--- src/core/ltc_pkg.sv ---
// package for the lite timebase capture timer: offsets, fields, timing
package ltc_pkg;
	// register byte addresses (word aligned)
	localparam logic [3:0] ADDR_CSR = 4'h0;
	localparam logic [3:0] ADDR_CAPTURE = 4'h4;
	localparam logic [3:0] ADDR_RELOAD = 4'h8;
	localparam logic [3:0] ADDR_IRQ_STATUS = 4'hC;
	localparam logic [3:0] ADDR_IRQ_MASK = 4'h0;
	localparam logic [1:0] ADDR_HI_MAIN = 2'h0;
	localparam logic [1:0] ADDR_HI_IRQ = 2'h1;
	// control/status field positions
	localparam int CSR_CAPTURE_FLAG = 6;
	localparam int CSR_PERIOD_SEL = 5;
	localparam int CSR_TB_IRQ_EN = 4;
	localparam int CSR_TB_FLAG = 3;
	// interrupt status / mask bit positions
	localparam int IRQ_TIMEBASE = 0;
	localparam int IRQ_CAPTURE = 1;
	localparam int IRQ_RELOAD = 2;
	localparam int IRQ_BITS = 3;
	localparam logic [7:0] CAPTURE_RESET = 8'h00;
	localparam logic [7:0] RELOAD_RESET = 8'h00;
	// timing
	localparam int CLK_MHZ = 100;
	localparam int OSC_MHZ = 8;
	localparam int TB_SHORT_OSC = 8000;
	localparam int TB_LONG_OSC = 16000;
	localparam int STEP_NS = 4000;
	localparam int CLK_NS = 10;
	localparam int STEP_CYCLES = STEP_NS / CLK_NS;
	// clock cycles per oscillator period, rounded down
	localparam int CLK_PER_OSC = CLK_MHZ / OSC_MHZ;
	localparam int TB_SHORT_CYCLES = TB_SHORT_OSC * CLK_MHZ / OSC_MHZ;
	localparam int TB_LONG_CYCLES = TB_LONG_OSC * CLK_MHZ / OSC_MHZ;
	localparam int TB_COUNT_STEPS = 256;
endpackage

--- src/core/ltc_prescaler.sv ---
// free-running prescaler giving one-cycle tick pulses
`timescale 1ns/100ps
module ltc_prescaler #(
	parameter int DIV = 400
) (
	input wire logic clk_i,
	input wire logic rst_i,
	input wire logic restart_i,
	output logic tick_o
);
	logic [23:0] cnt_q;
	logic [23:0] cnt_d;
	logic tick_q;
	logic tick_d;

	always_comb
	begin
		cnt_d = cnt_q + 24'h000001;
		tick_d = 1'b0;
		if (restart_i)
		begin
			cnt_d = 24'h000000;
		end
		else if (cnt_q >= 24'(DIV - 1))
		begin
			cnt_d = 24'h000000;
			tick_d = 1'b1;
		end
	end

	always_ff @(posedge clk_i)
	begin
		if (rst_i)
		begin
			cnt_q <= 24'h000000;
			tick_q <= 1'b0;
		end
		else
		begin
			cnt_q <= cnt_d;
			tick_q <= tick_d;
		end
	end

	assign tick_o = tick_q;
endmodule

--- src/core/ltc_timer.sv ---
// top of the lite timebase capture timer with its wishbone slave
//
// The register offsets and the Wishbone register port were decided locally.
`timescale 1ns/100ps
// Summary of operation
// - capture flag bit 6 set on capture, cleared by capture read, writes ignored
// - period select: 0 gives 8000, 1 gives 16000 oscillator periods
// - timebase interrupt enable bit 4 gates timebase_irq_o but not irq_o, software owned
// - timebase flag bit 3 set on overflow, cleared by status read
// - while capture flag clear, any capture pin edge copies counter
// - capture register is read only and zero after reset
// - second counter autoreloads, period 4 us steps up to 1.024 ms
// - maskable capture interrupt, also drives a halt wake-up output
module ltc_timer #(
	parameter int TB_SHORT = ltc_pkg::TB_SHORT_CYCLES,
	parameter int TB_LONG = ltc_pkg::TB_LONG_CYCLES,
	parameter int STEP = ltc_pkg::STEP_CYCLES
) (
	input wire logic clk_i,
	input wire logic rst_i,
	input wire logic wb_cyc_i,
	input wire logic wb_stb_i,
	input wire logic wb_we_i,
	input wire logic [3:0] wb_adr_i,
	input wire logic [1:0] wb_adr_hi_i,
	input wire logic [3:0] wb_sel_i,
	input wire logic [31:0] wb_dat_i,
	output logic [31:0] wb_dat_o,
	output logic wb_ack_o,
	input wire logic capture_input_pin_i,
	output logic timebase_irq_o,
	output logic capture_irq_o,
	output logic wakeup_o,
	output logic irq_o
);
	localparam int TB_STEP = TB_SHORT / ltc_pkg::TB_COUNT_STEPS;

	// timebase: a prescaler ticks the 8-bit upcounter; long period halves the tick rate
	logic tb_tick;
	logic tb_half_q;
	logic tb_half_d;
	logic [7:0] tb_cnt_q;
	logic [7:0] tb_cnt_d;
	logic tb_ovf;
	logic period_sel_q;
	logic period_sel_d;

	ltc_prescaler #(
		.DIV(TB_STEP)
	) u_tb_pre (
		.clk_i(clk_i),
		.rst_i(rst_i),
		.restart_i(1'b0),
		.tick_o(tb_tick)
	);

	// second counter: one count per 4 us step, reloads from software value
	logic ar_tick;
	logic [7:0] ar_cnt_q;
	logic [7:0] ar_cnt_d;
	logic [7:0] reload_q;
	logic [7:0] reload_d;
	logic ar_ovf;

	ltc_prescaler #(
		.DIV(STEP)
	) u_ar_pre (
		.clk_i(clk_i),
		.rst_i(rst_i),
		.restart_i(1'b0),
		.tick_o(ar_tick)
	);

	always_comb
	begin
		tb_half_d = tb_half_q;
		tb_cnt_d = tb_cnt_q;
		tb_ovf = 1'b0;
		if (tb_tick)
		begin
			// long period counts every second tick
			tb_half_d = period_sel_q ? ~tb_half_q : 1'b0;
			if (!period_sel_q || tb_half_q)
			begin
				tb_cnt_d = tb_cnt_q + 8'h01;
				tb_ovf = (tb_cnt_q == 8'hFF);
			end
		end
		ar_cnt_d = ar_cnt_q;
		ar_ovf = 1'b0;
		if (ar_tick)
		begin
			// autoreload: period is (256 - reload) steps of 4 us
			if (ar_cnt_q == 8'hFF)
			begin
				ar_cnt_d = reload_q;
				ar_ovf = 1'b1;
			end
			else
			begin
				ar_cnt_d = ar_cnt_q + 8'h01;
			end
		end
	end

	// capture pin passes two flops, edge detected behind them
	logic cap_s1_q;
	logic cap_s2_q;
	logic cap_s3_q;
	logic cap_edge;
	assign cap_edge = cap_s2_q ^ cap_s3_q;

	// registers and bus
	logic cap_flag_q;
	logic cap_flag_d;
	logic [7:0] capture_q;
	logic [7:0] capture_d;
	logic tb_flag_q;
	logic tb_flag_d;
	logic tb_ie_q;
	logic tb_ie_d;
	logic [ltc_pkg::IRQ_BITS-1:0] irq_stat_q;
	logic [ltc_pkg::IRQ_BITS-1:0] irq_stat_d;
	logic [ltc_pkg::IRQ_BITS-1:0] irq_mask_q;
	logic [ltc_pkg::IRQ_BITS-1:0] irq_mask_d;
	logic [ltc_pkg::IRQ_BITS-1:0] irq_ev;
	logic ack_q;
	logic ack_d;
	logic [31:0] rdat_q;
	logic [31:0] rdat_d;
	logic tb_irq_q;
	logic cap_irq_q;
	logic wake_q;
	logic irq_q;
	logic req;
	logic rd;
	logic wr;
	logic [7:0] csr_view;

	function automatic logic hit(input logic [1:0] hi, input logic [3:0] lo,
		input logic [1:0] hi_ref, input logic [3:0] lo_ref);
		hit = (hi == hi_ref) && (lo == lo_ref);
	endfunction

	// single access per request: ack drops the cycle after it rises
	assign req = wb_cyc_i && wb_stb_i && !ack_q;
	assign rd = req && !wb_we_i;
	assign wr = req && wb_we_i && wb_sel_i[0];

	always_comb
	begin
		csr_view = 8'h00;
		csr_view[ltc_pkg::CSR_CAPTURE_FLAG] = cap_flag_q;
		csr_view[ltc_pkg::CSR_PERIOD_SEL] = period_sel_q;
		csr_view[ltc_pkg::CSR_TB_IRQ_EN] = tb_ie_q;
		csr_view[ltc_pkg::CSR_TB_FLAG] = tb_flag_q; // bits 2..0 stay zero
	end

	always_comb
	begin
		ack_d = req;
		rdat_d = 32'h00000000;
		period_sel_d = period_sel_q;
		tb_ie_d = tb_ie_q;
		reload_d = reload_q;
		irq_mask_d = irq_mask_q;
		cap_flag_d = cap_flag_q;
		capture_d = capture_q;
		tb_flag_d = tb_flag_q;
		irq_ev = '0;
		irq_ev[ltc_pkg::IRQ_TIMEBASE] = tb_ovf;
		irq_ev[ltc_pkg::IRQ_CAPTURE] = cap_edge && !cap_flag_q;
		irq_ev[ltc_pkg::IRQ_RELOAD] = ar_ovf;
		irq_stat_d = irq_stat_q;
		if (rd)
		begin
			if (hit(wb_adr_hi_i, wb_adr_i, ltc_pkg::ADDR_HI_MAIN, ltc_pkg::ADDR_CSR))
			begin
				rdat_d = {24'h000000, csr_view};
				tb_flag_d = 1'b0; // status read clears
			end
			else if (hit(wb_adr_hi_i, wb_adr_i, ltc_pkg::ADDR_HI_MAIN, ltc_pkg::ADDR_CAPTURE))
			begin
				rdat_d = {24'h000000, capture_q};
				cap_flag_d = 1'b0; // capture read clears
			end
			else if (hit(wb_adr_hi_i, wb_adr_i, ltc_pkg::ADDR_HI_MAIN, ltc_pkg::ADDR_RELOAD))
				rdat_d = {24'h000000, reload_q};
			else if (hit(wb_adr_hi_i, wb_adr_i, ltc_pkg::ADDR_HI_MAIN, ltc_pkg::ADDR_IRQ_STATUS))
				rdat_d = {29'h00000000, irq_stat_q};
			else if (hit(wb_adr_hi_i, wb_adr_i, ltc_pkg::ADDR_HI_IRQ, ltc_pkg::ADDR_IRQ_MASK))
				rdat_d = {29'h00000000, irq_mask_q};
		end
		if (wr)
		begin
			// CSR flags are not writable; of the CSR only the select and enable bits take data
			if (hit(wb_adr_hi_i, wb_adr_i, ltc_pkg::ADDR_HI_MAIN, ltc_pkg::ADDR_CSR))
			begin
				period_sel_d = wb_dat_i[ltc_pkg::CSR_PERIOD_SEL];
				tb_ie_d = wb_dat_i[ltc_pkg::CSR_TB_IRQ_EN];
			end
			else if (hit(wb_adr_hi_i, wb_adr_i, ltc_pkg::ADDR_HI_MAIN, ltc_pkg::ADDR_RELOAD))
				reload_d = wb_dat_i[7:0];
			else if (hit(wb_adr_hi_i, wb_adr_i, ltc_pkg::ADDR_HI_MAIN, ltc_pkg::ADDR_IRQ_STATUS))
				irq_stat_d = irq_stat_q & ~wb_dat_i[ltc_pkg::IRQ_BITS-1:0];
			else if (hit(wb_adr_hi_i, wb_adr_i, ltc_pkg::ADDR_HI_IRQ, ltc_pkg::ADDR_IRQ_MASK))
				irq_mask_d = wb_dat_i[ltc_pkg::IRQ_BITS-1:0];
		end
		// hardware set wins over any clear in the same cycle
		irq_stat_d = irq_stat_d | irq_ev;
		if (tb_ovf)
			tb_flag_d = 1'b1;
		if (cap_edge && !cap_flag_q)
		begin
			capture_d = tb_cnt_q; // only while flag clear
			cap_flag_d = 1'b1;
		end
	end

	always_ff @(posedge clk_i)
	begin
		if (rst_i)
		begin
			cap_s1_q <= 1'b0;
			cap_s2_q <= 1'b0;
			cap_s3_q <= 1'b0;
			tb_half_q <= 1'b0;
			tb_cnt_q <= 8'h00;
			ar_cnt_q <= ltc_pkg::RELOAD_RESET;
			reload_q <= ltc_pkg::RELOAD_RESET;
			period_sel_q <= 1'b0;
			tb_ie_q <= 1'b0;
			tb_flag_q <= 1'b0;
			cap_flag_q <= 1'b0;
			capture_q <= ltc_pkg::CAPTURE_RESET;
			irq_stat_q <= '0;
			irq_mask_q <= '0;
			ack_q <= 1'b0;
			rdat_q <= 32'h00000000;
			tb_irq_q <= 1'b0;
			cap_irq_q <= 1'b0;
			wake_q <= 1'b0;
			irq_q <= 1'b0;
		end
		else
		begin
			cap_s1_q <= capture_input_pin_i;
			cap_s2_q <= cap_s1_q;
			cap_s3_q <= cap_s2_q;
			tb_half_q <= tb_half_d;
			tb_cnt_q <= tb_cnt_d;
			ar_cnt_q <= ar_cnt_d;
			reload_q <= reload_d;
			period_sel_q <= period_sel_d;
			tb_ie_q <= tb_ie_d;
			tb_flag_q <= tb_flag_d;
			cap_flag_q <= cap_flag_d;
			capture_q <= capture_d;
			irq_stat_q <= irq_stat_d;
			irq_mask_q <= irq_mask_d;
			ack_q <= ack_d;
			rdat_q <= rdat_d;
			tb_irq_q <= tb_flag_d && tb_ie_d;
			cap_irq_q <= (irq_stat_d[ltc_pkg::IRQ_CAPTURE]
				&& irq_mask_d[ltc_pkg::IRQ_CAPTURE]);
			wake_q <= cap_flag_d && irq_mask_d[ltc_pkg::IRQ_CAPTURE];
			irq_q <= |(irq_stat_d & irq_mask_d);
		end
	end

	assign wb_ack_o = ack_q;
	assign wb_dat_o = rdat_q;
	assign timebase_irq_o = tb_irq_q;
	assign capture_irq_o = cap_irq_q;
	assign wakeup_o = wake_q;
	assign irq_o = irq_q;
endmodule

--- config.mk ---
export PLATFORM = sky130hd
export DESIGN_NAME = ltc_timer
export DESIGN_NICKNAME = d
export VERILOG_FILES = /design/src/core/ltc_pkg.sv /design/src/core/ltc_prescaler.sv /design/src/core/ltc_timer.sv
export SDC_FILE = /design/constraint.sdc
export NUM_CORES = 1
export LEC_CHECK = 0
export BUFFER_PORTS_ARGS = -buffer_cell sky130_fd_sc_hd__buf_2
export CORE_MARGIN = 5
export CORE_UTILIZATION = 49
export CTS_CLUSTER_SIZE = 10
export DETAILED_ROUTE_END_ITERATION = 8
export PLACE_DENSITY = 0.75
export SETUP_SLACK_MARGIN = 0.02
export SYNTH_ARGS = -nofsm -noshare
export SYNTH_HDL_FRONTEND = slang
export SYNTH_HIERARCHICAL = 1
export SYNTH_SLANG_ARGS = --single-unit
--- constraint.sdc ---
create_clock -name clk_i -period 2 [get_ports clk_i]
set_clock_uncertainty 0.1 [all_clocks]
set_input_delay 0.2 -clock clk_i [delete_from_list [all_inputs] [get_ports clk_i]]
set_output_delay 0.2 -clock clk_i [all_outputs]
set_load 0.02 [all_outputs]
Word-level counts from Yosys, hierarchy flattened
Index checks and enable logic that the tools add are counted.

Add/subtract/negate cells: 4. Multiply operators: 0. Div/mod/pow operators: 0. $lt $le $gt $ge: 2. Equality and inequality tests: 6. Shift-type cells: 0. Mux-type cells: 31. Bitwise logic cells: 8. Reduce and logical (&&, ||, !) cells: 30.

Operator list (number): $add A24 B1 Y24 const B (2); $ge A24 B9 Y1 const B (2); $mux W3 (11); $mux W8 (3); $add A8 B1 Y8 const B (2); $eq A8 B8 Y1 const B (2); $mux W1 (16); $logic_and A1 B1 Y1 (14); $eq A4 B4 Y1 const B (2); $mux W7 (1); $and A3 B3 Y3 (2); $reduce_or A2 Y1 (3); $reduce_or A3 Y1 (2); $reduce_or A6 Y1 (1); $eq A4 B3 Y1 const B (1); $logic_not A1 Y1 (4); $logic_not A4 Y1 (1); $reduce_and A2 Y1 (2); $not A1 Y1 (3); $not A3 Y3 (1); $or A3 B3 Y3 (1); $reduce_and A3 Y1 (1); $eq A2 B1 Y1 const B (1); $logic_not A2 Y1 (1); other kinds (2) (2).

Register bits: 133. Bits in latches: 0. RAM bits: 0. ROM bits: 0. Word-level logic and storage cells: 107. Memories: 0.

Longest topological paths before layout
Depth in word-level cells: 9. Gate-level depth with buffers: 7. Mapped depth without buffers: 6.

By module
Netlist, hierarchy kept.

Modules (own cells, without submodules): ltc_timer (times used 1, cells an instance 298, area each 2687.6 µm², seq. area each 1181.1 µm²); ltc_prescaler at u_tb_pre (times used 1, cells an instance 69, area each 822.0 µm², seq. area each 500.5 µm²); ltc_prescaler at u_ar_pre (times used 1, cells an instance 65, area each 809.5 µm², seq. area each 500.5 µm²).

Worst setup path before layout
No wires, ideal clock.

Path kind: in2reg. From: in wb_adr_i[2]. To: reg tb_ie_q. Setup time: 0.128 ns. Arrival time: 1.793 ns. Required time: 1.772 ns. Setup slack: -0.020 ns. Stages: 7. Path buffers: 2. Cell sequence: buf_6 -> or4_4 -> or3_1 -> buf_6 -> nor3_4 -> mux2i_1 -> nor2_1.

Word-level cells in the longest chain between the ends: 4.

Ends and longest elaborated chain: start: declaration (line ltc_timer.sv:24) `input wire logic [3:0] wb_adr_i,`; $logic_not A4 Y1 (line ltc_timer.sv:142) `hit = (hi == hi_ref) && (lo == lo_ref);`; $logic_and A1 B1 Y1 (line ltc_timer.sv:142); $mux W1 (line ltc_timer.sv:197) `if (hit(wb_adr_hi_i, wb_adr_i, ltc_pkg::ADDR_HI_MAIN, ltc_pkg::ADDR_CSR))`; $mux W1 (line ltc_timer.sv:194) `if (wr)`; end signal: assignment (line ltc_timer.sv:255) `tb_ie_q <= tb_ie_d;`; end: declaration (line ltc_timer.sv:120) `logic tb_ie_q;`.

No other way between the ends. A chain may end at the register's enable or synchronous reset.

Final worst setup path
From: reg ar_cnt_q[0]. To: reg ar_cnt_q[5].

Word-level cells in the longest chain between the ends: 2. Elaborated cells between the ends (all ways): 3.

Ends and longest elaborated chain: start: declaration (line ltc_timer.sv:59) `logic [7:0] ar_cnt_q;`; start signal: assignment (line ltc_timer.sv:229) `ar_cnt_q <= ltc_pkg::RELOAD_RESET;`; start signal: assignment (line ltc_timer.sv:252) `ar_cnt_q <= ar_cnt_d;`; $add A8 B1 Y8 / $eq A8 B8 Y1 (equally long branches) (line ltc_timer.sv:101, ltc_timer.sv:94); $mux W8 * (line ltc_timer.sv:94) `if (ar_cnt_q == 8'hFF)`.

Every way passes the cells marked *; elsewhere a longest branch is shown, timed or not.

==> impl_results.html <==
<table>
<tr><th>Metric</th><th>Value</th></tr>
<tr><th colspan="2">Worst setup path</th></tr>
<tr><td>Terminus of the critical flop-to-flop path</td><td>ar_cnt_q[5]</td></tr>
<tr><td>Category of the worst setup path capture point</td><td>register</td></tr>
<tr><td>CP Cell Sequence</td><td>ha_1 &gt; and4_4 &gt; nand4_1 &gt; nand2_1 &gt; o22ai_1 &gt; a211oi_1</td></tr>
<tr><td>Required time at the endpoint of the critical path</td><td>2.17 ns</td></tr>
<tr><td>Crit path kind</td><td>register to register</td></tr>
<tr><td>Maximum fanout along the worst path</td><td>6</td></tr>
<tr><td>Arrival time reported for the critical path endpoint</td><td>a little under 2 ns</td></tr>
<tr><td>Critical-path top delay cell</td><td>sky130_fd_sc_hd__dfxtp_1</td></tr>
<tr><td>Number of cells on the worst reg-to-reg path</td><td>6</td></tr>
<tr><td>Crit path launch type</td><td>register</td></tr>
<tr><td>Register-to-register path setup slack</td><td>0.20 ns</td></tr>
<tr><td>Reg-to-reg critical path startpoint</td><td>ar_cnt_q[0]</td></tr>
<tr><td>Worst stage delay on the critical path</td><td>0.40 ns</td></tr>
<tr><th colspan="2">Place</th></tr>
<tr><td># port buffers</td><td>33</td></tr>
<tr><td>HPWL Detailed</td><td>between 6000 and 7000 um</td></tr>
<tr><td>Dpl cell area</td><td>0.00474 mm2</td></tr>
<tr><td>RePlAce Congestion</td><td>a little over 0.8</td></tr>
<tr><th colspan="2">Die</th></tr>
<tr><td>DIE AREA</td><td>0.0108 mm2</td></tr>
<tr><td>Overall die height</td><td>104 um</td></tr>
<tr><td>Core area</td><td>0.00864 mm2</td></tr>
<tr><td>I/O pin total</td><td>85</td></tr>
<tr><td>Initial cell density of the core</td><td>50.0%</td></tr>
<tr><td>FP Rows</td><td>34</td></tr>
<tr><td>Horizontal extent of the die</td><td>104 um</td></tr>
<tr><th colspan="2">Layout</th></tr>
<tr><td>Fill cell total of the finished layout</td><td>762</td></tr>
<tr><td>Most common cell after layout, fill and taps aside</td><td>sky130_fd_sc_hd__dfxtp_1</td></tr>
<tr><td>Post-layout utilization of the core</td><td>58.2%</td></tr>
<tr><td>Post-Layout Inst Area</td><td>0.00502 mm2</td></tr>
<tr><td>Fraction of layout instances using a drive strength above 1</td><td>between 10% and 20%</td></tr>
<tr><td>Signed area change from the synthesized netlist to the final layout</td><td>16.3%</td></tr>
<tr><td>Commonest cells after routing, fill and taps aside</td><td>sky130_fd_sc_hd__dfxtp_1, sky130_fd_sc_hd__conb_1, sky130_fd_sc_hd__nor2_1</td></tr>
<tr><td>Final #Nets</td><td>575</td></tr>
<tr><td>Antenna diode count</td><td>0</td></tr>
<tr><th colspan="2">STA</th></tr>
<tr><td>Final setup TNS</td><td>0 ns</td></tr>
<tr><td>Slew at the pin closest to its max-slew limit</td><td>between 0.5 and 0.6 ns</td></tr>
<tr><td>Relative slew slack</td><td>between 60% and 70%</td></tr>
<tr><td>Count of final setup violators</td><td>0</td></tr>
<tr><td>Max-slew violation count</td><td>0</td></tr>
<tr><td>Max Freq</td><td>roughly 0.55 GHz</td></tr>
<tr><td>RSZ-0062 raised after global routing</td><td>no</td></tr>
<tr><td>Share of the cycle needed by the critical path after routing</td><td>roughly nine tenths</td></tr>
<tr><td>Number of hold violations in the final report</td><td>0</td></tr>
<tr><td>Post-layout minimum cycle time</td><td>around 1.8 ns</td></tr>
<tr><th colspan="2">Clocking</th></tr>
<tr><td>Clock root buffer master</td><td>sky130_fd_sc_hd__clkbuf_8</td></tr>
<tr><td>Inserted Clock Buffers</td><td>9</td></tr>
<tr><td>Number of buffers between clock root and the deepest sink</td><td>2</td></tr>
<tr><td>Clock latency on the worst-skew pair</td><td>0.37 ns</td></tr>
<tr><td>Clock tree from TritonCTS</td><td>built</td></tr>
<tr><td>Clock-pin slew on the worst setup and hold paths</td><td>around 0.11 ns</td></tr>
<tr><td>Clock sink count</td><td>roughly 110</td></tr>
<tr><td>Number of levels in the clock H-tree</td><td>3</td></tr>
<tr><th colspan="2">Routing</th></tr>
<tr><td>DRT met1 WL</td><td>3520 um</td></tr>
<tr><td>Drt first pass iters</td><td>4</td></tr>
<tr><td>Final wirelength</td><td>8110 um</td></tr>
<tr><td>WL/cell</td><td>12.8 um</td></tr>
<tr><td>Via count</td><td>between 3000 and 4000</td></tr>
<tr><td>1st-iter DRT viols</td><td>143</td></tr>
<tr><td>Total DRC errors in the routed layout</td><td>0</td></tr>
<tr><td>Number of vias per cell</td><td>slightly below 5</td></tr>
<tr><td>Routed length on met3</td><td>438 um</td></tr>
<tr><td>Antenna viol nets, final</td><td>0</td></tr>
<tr><td>Met2 Wirelength</td><td>3990 um</td></tr>
<tr><td>Highest signal layer in the routed design</td><td>met4</td></tr>
<tr><th colspan="2">Power and ir drop</th></tr>
<tr><td>Highest ir drop seen on vdd</td><td>501 uV</td></tr>
<tr><td>PnR Total Power</td><td>approximately 3.8 mW</td></tr>
<tr><td>P per Cell Area</td><td>759 mW/mm2</td></tr>
<tr><td>Lkg Pwr</td><td>1.98 nW</td></tr>
<tr><th colspan="2">Synthesis</th></tr>
<tr><td>Synthesized netlist cell count</td><td>432</td></tr>
<tr><td>#FFs+latches synth</td><td>around 110</td></tr>
<tr><td>Post-synth design cell area</td><td>about 0.0043 mm2</td></tr>
<tr><td>Synth Flop Type</td><td>sky130_fd_sc_hd__dfxtp_1</td></tr>
<tr><td>Number of distinct library cells after synthesis</td><td>57</td></tr>
<tr><td>Register area share after synthesis</td><td>50.5%</td></tr>
<tr><td>Synthesized area per cell</td><td>roughly 10 um2</td></tr>
<tr><td>Number of enable flip-flop cells after synthesis</td><td>0</td></tr>
<tr><td>Synth warn</td><td>6</td></tr>
<tr><td>Synth async-reset ratio</td><td>0%</td></tr>
<tr><th colspan="2">Global route</th></tr>
<tr><td>Antenna violations before repair</td><td>0</td></tr>
<tr><td>Aggregate global routing overflow</td><td>0</td></tr>
<tr><td>Number of global-route vias before repair</td><td>3113</td></tr>
<tr><td>GRT Util Overall</td><td>15.4%</td></tr>
<tr><td>Wire length of the first global-routing pass</td><td>between 10000 and 15000 um</td></tr>
<tr><td>Pin count of the biggest net entering global routing</td><td>28</td></tr>
<tr><th colspan="2">Flow run</th></tr>
<tr><td>Number of violations of the max-capacitance limit</td><td>0</td></tr>
<tr><th colspan="2">Min path</th></tr>
<tr><td>Hold Crit Class</td><td>input pin to register</td></tr>
<tr><td>Number of cells on the worst hold path</td><td>3</td></tr>
<tr><td>Worst Hold End</td><td>period_sel_q</td></tr>
<tr><td>Launch point of the worst hold path</td><td>wb_dat_i[5]</td></tr>
<tr><th colspan="2">Status</th></tr>
<tr><td>Run status</td><td>finished, final reports clean</td></tr>
</table>
## synthesized netlist by cell type, types with 3 or more instances
master	instances	area [um2]
sky130_fd_sc_hd__conb_1	3	11.3
sky130_fd_sc_hd__a31oi_1	3	18.8
sky130_fd_sc_hd__nor2_1	42	158
sky130_fd_sc_hd__a2bb2oi_1	3	26.3
sky130_fd_sc_hd__a21oi_1	16	80.1
sky130_fd_sc_hd__a211oi_1	3	22.5
sky130_fd_sc_hd__nand4_1	4	25.0
sky130_fd_sc_hd__nand2_1	24	90.1
sky130_fd_sc_hd__a41oi_1	3	26.3
sky130_fd_sc_hd__o21ai_0	9	45.0
sky130_fd_sc_hd__ha_1	6	75.1
sky130_fd_sc_hd__xor2_1	6	52.6
sky130_fd_sc_hd__nor2b_1	8	50.1
sky130_fd_sc_hd__nor4_2	3	37.5
sky130_fd_sc_hd__and2_1	3	18.8
sky130_fd_sc_hd__xnor2_1	10	87.6
sky130_fd_sc_hd__o221a_2	3	33.8
sky130_fd_sc_hd__and3_1	5	31.3
sky130_fd_sc_hd__or3_1	6	37.5
sky130_fd_sc_hd__dfxtp_1	109	2180
sky130_fd_sc_hd__o21a_1	3	22.5
sky130_fd_sc_hd__nor3_2	3	30.0
sky130_fd_sc_hd__nor4_1	11	68.8
sky130_fd_sc_hd__inv_1	16	60.1
sky130_fd_sc_hd__nand2b_1	5	31.3
sky130_fd_sc_hd__buf_4	25	188
sky130_fd_sc_hd__a2111oi_2	3	45.0
sky130_fd_sc_hd__nand3_1	15	75.1
sky130_fd_sc_hd__buf_1	6	22.5
sky130_fd_sc_hd__clkbuf_1	5	18.8
sky130_fd_sc_hd__nor3_1	11	55.1
sky130_fd_sc_hd__mux2i_1	22	220
sky130_fd_sc_hd__nor3b_1	4	30.0
sky130_fd_sc_hd__a311oi_1	3	26.3
## logic make-up (layout without fill, tap and decap cells)
family                   after synthesis  in the layout  synth area share, %
AO/OA/AOI/OAI                         59             59                 10.3
multiplexers                          23             23                 5.36
other                                  3             56                0.261
AND/OR/NAND/NOR                      161            161                 21.3
buffers and inverters                 55             96                 7.30
flip-flops                           109            109                 50.5
adder cells (fa/ha/maj)                6              6                 1.74
XOR/XNOR                              16             16                 3.24
## through the flow
stage,hold slack (ns),std cells,worst slack (ns)
floorplan,0.228,485,0.0430
global placement,0.318,610,-0.0344
detailed placement,0.328,610,-0.0846
CTS,0.000186,632,0.0278
global route,0.0192,634,0.0233
finish,0.0123,634,0.195
## flip-flops by register name, summed over array words and instances (netlist names), 3 cells and up
| register | flops |
|---|---|
| ar_cnt_q | 8 |
| capture_q | 8 |
| irq_mask_q | 3 |
| irq_stat_q | 3 |
| reload_q | 8 |
| tb_cnt_q | 8 |
| u_ar_pre/cnt_q | 24 |
| u_tb_pre/cnt_q | 24 |
| wb_dat_o | 8 |
## routing by layer
| metal | GRT usage, % | vias to the layer above |
|---|---|---|
| met3 | 5.46 | 13 |
| met5 | 0 | - |
| met1 | 17.8 | 1445 |
| met2 | 26.4 | 78 |
| met4 | 5.00 | 0 |
| li1 | - | 1611 |
## worst max-delay path by stage
| stage | from | endpoint | slack [ns] | cells after the start |
|---|---|---|---|---|
| after floorplan | wb_adr_i[2] | tb_ie_q | 0.04 | 7 |
| after global placement | wb_adr_hi_i[0] | irq_o | -0.03 | 7 |
| after detailed placement | wb_adr_i[1] | tb_ie_q | -0.08 | 6 |
| after CTS | ar_cnt_q[0] | ar_cnt_q[5] | 0.03 | 6 |
| after global routing | ar_cnt_q[0] | ar_cnt_q[0] | 0.02 | 7 |
| final | ar_cnt_q[0] | ar_cnt_q[5] | 0.20 | 6 |
## worst max-delay path, delay by kind of cell (launching register included)
kind / cells / cell delay, ns
AO/OA/AOI/OAI: 2 / 0.34
adder cells (fa/ha/maj): 1 / 0.24
flip-flops: 1 / 0.40
AND/OR/NAND/NOR: 3 / 0.63
## layout make-up
| cell class | instances | area [um2] | area share, % |
|---|---|---|---|
| Clock buffer | 11 | 141 | 2.81 |
| Multi-Input combinational cell | 321 | 2030 | 40.4 |
| Inverter | 17 | 63.8 | 1.27 |
| Clock inverter | 5 | 67.6 | 1.34 |
| Timing Repair Buffer | 63 | 405 | 8.07 |
| Sequential cell | 109 | 2180 | 43.4 |
| Tap cell | 108 | 135 | 2.69 |
## timing repair
| action | 4_1_cts | 5_1_grt |
|---|---|---|
| hold buffers | 6 | 0 |
| hold endpoints to repair | 5 | 0 |
| setup buffers | 0 | 2 |
| endpoints found under the setup margin | 0 | 6 |
| resized for setup | 0 | 2 |
## report_power, final
part / internal (mW) / switching [mW]
Sequential: 2.22 / 0.0252
Clock: 0.632 / 0.735
Combinational: 0.0693 / 0.136
Total: 2.92 / 0.896
(Power assumes the default switching activity.)
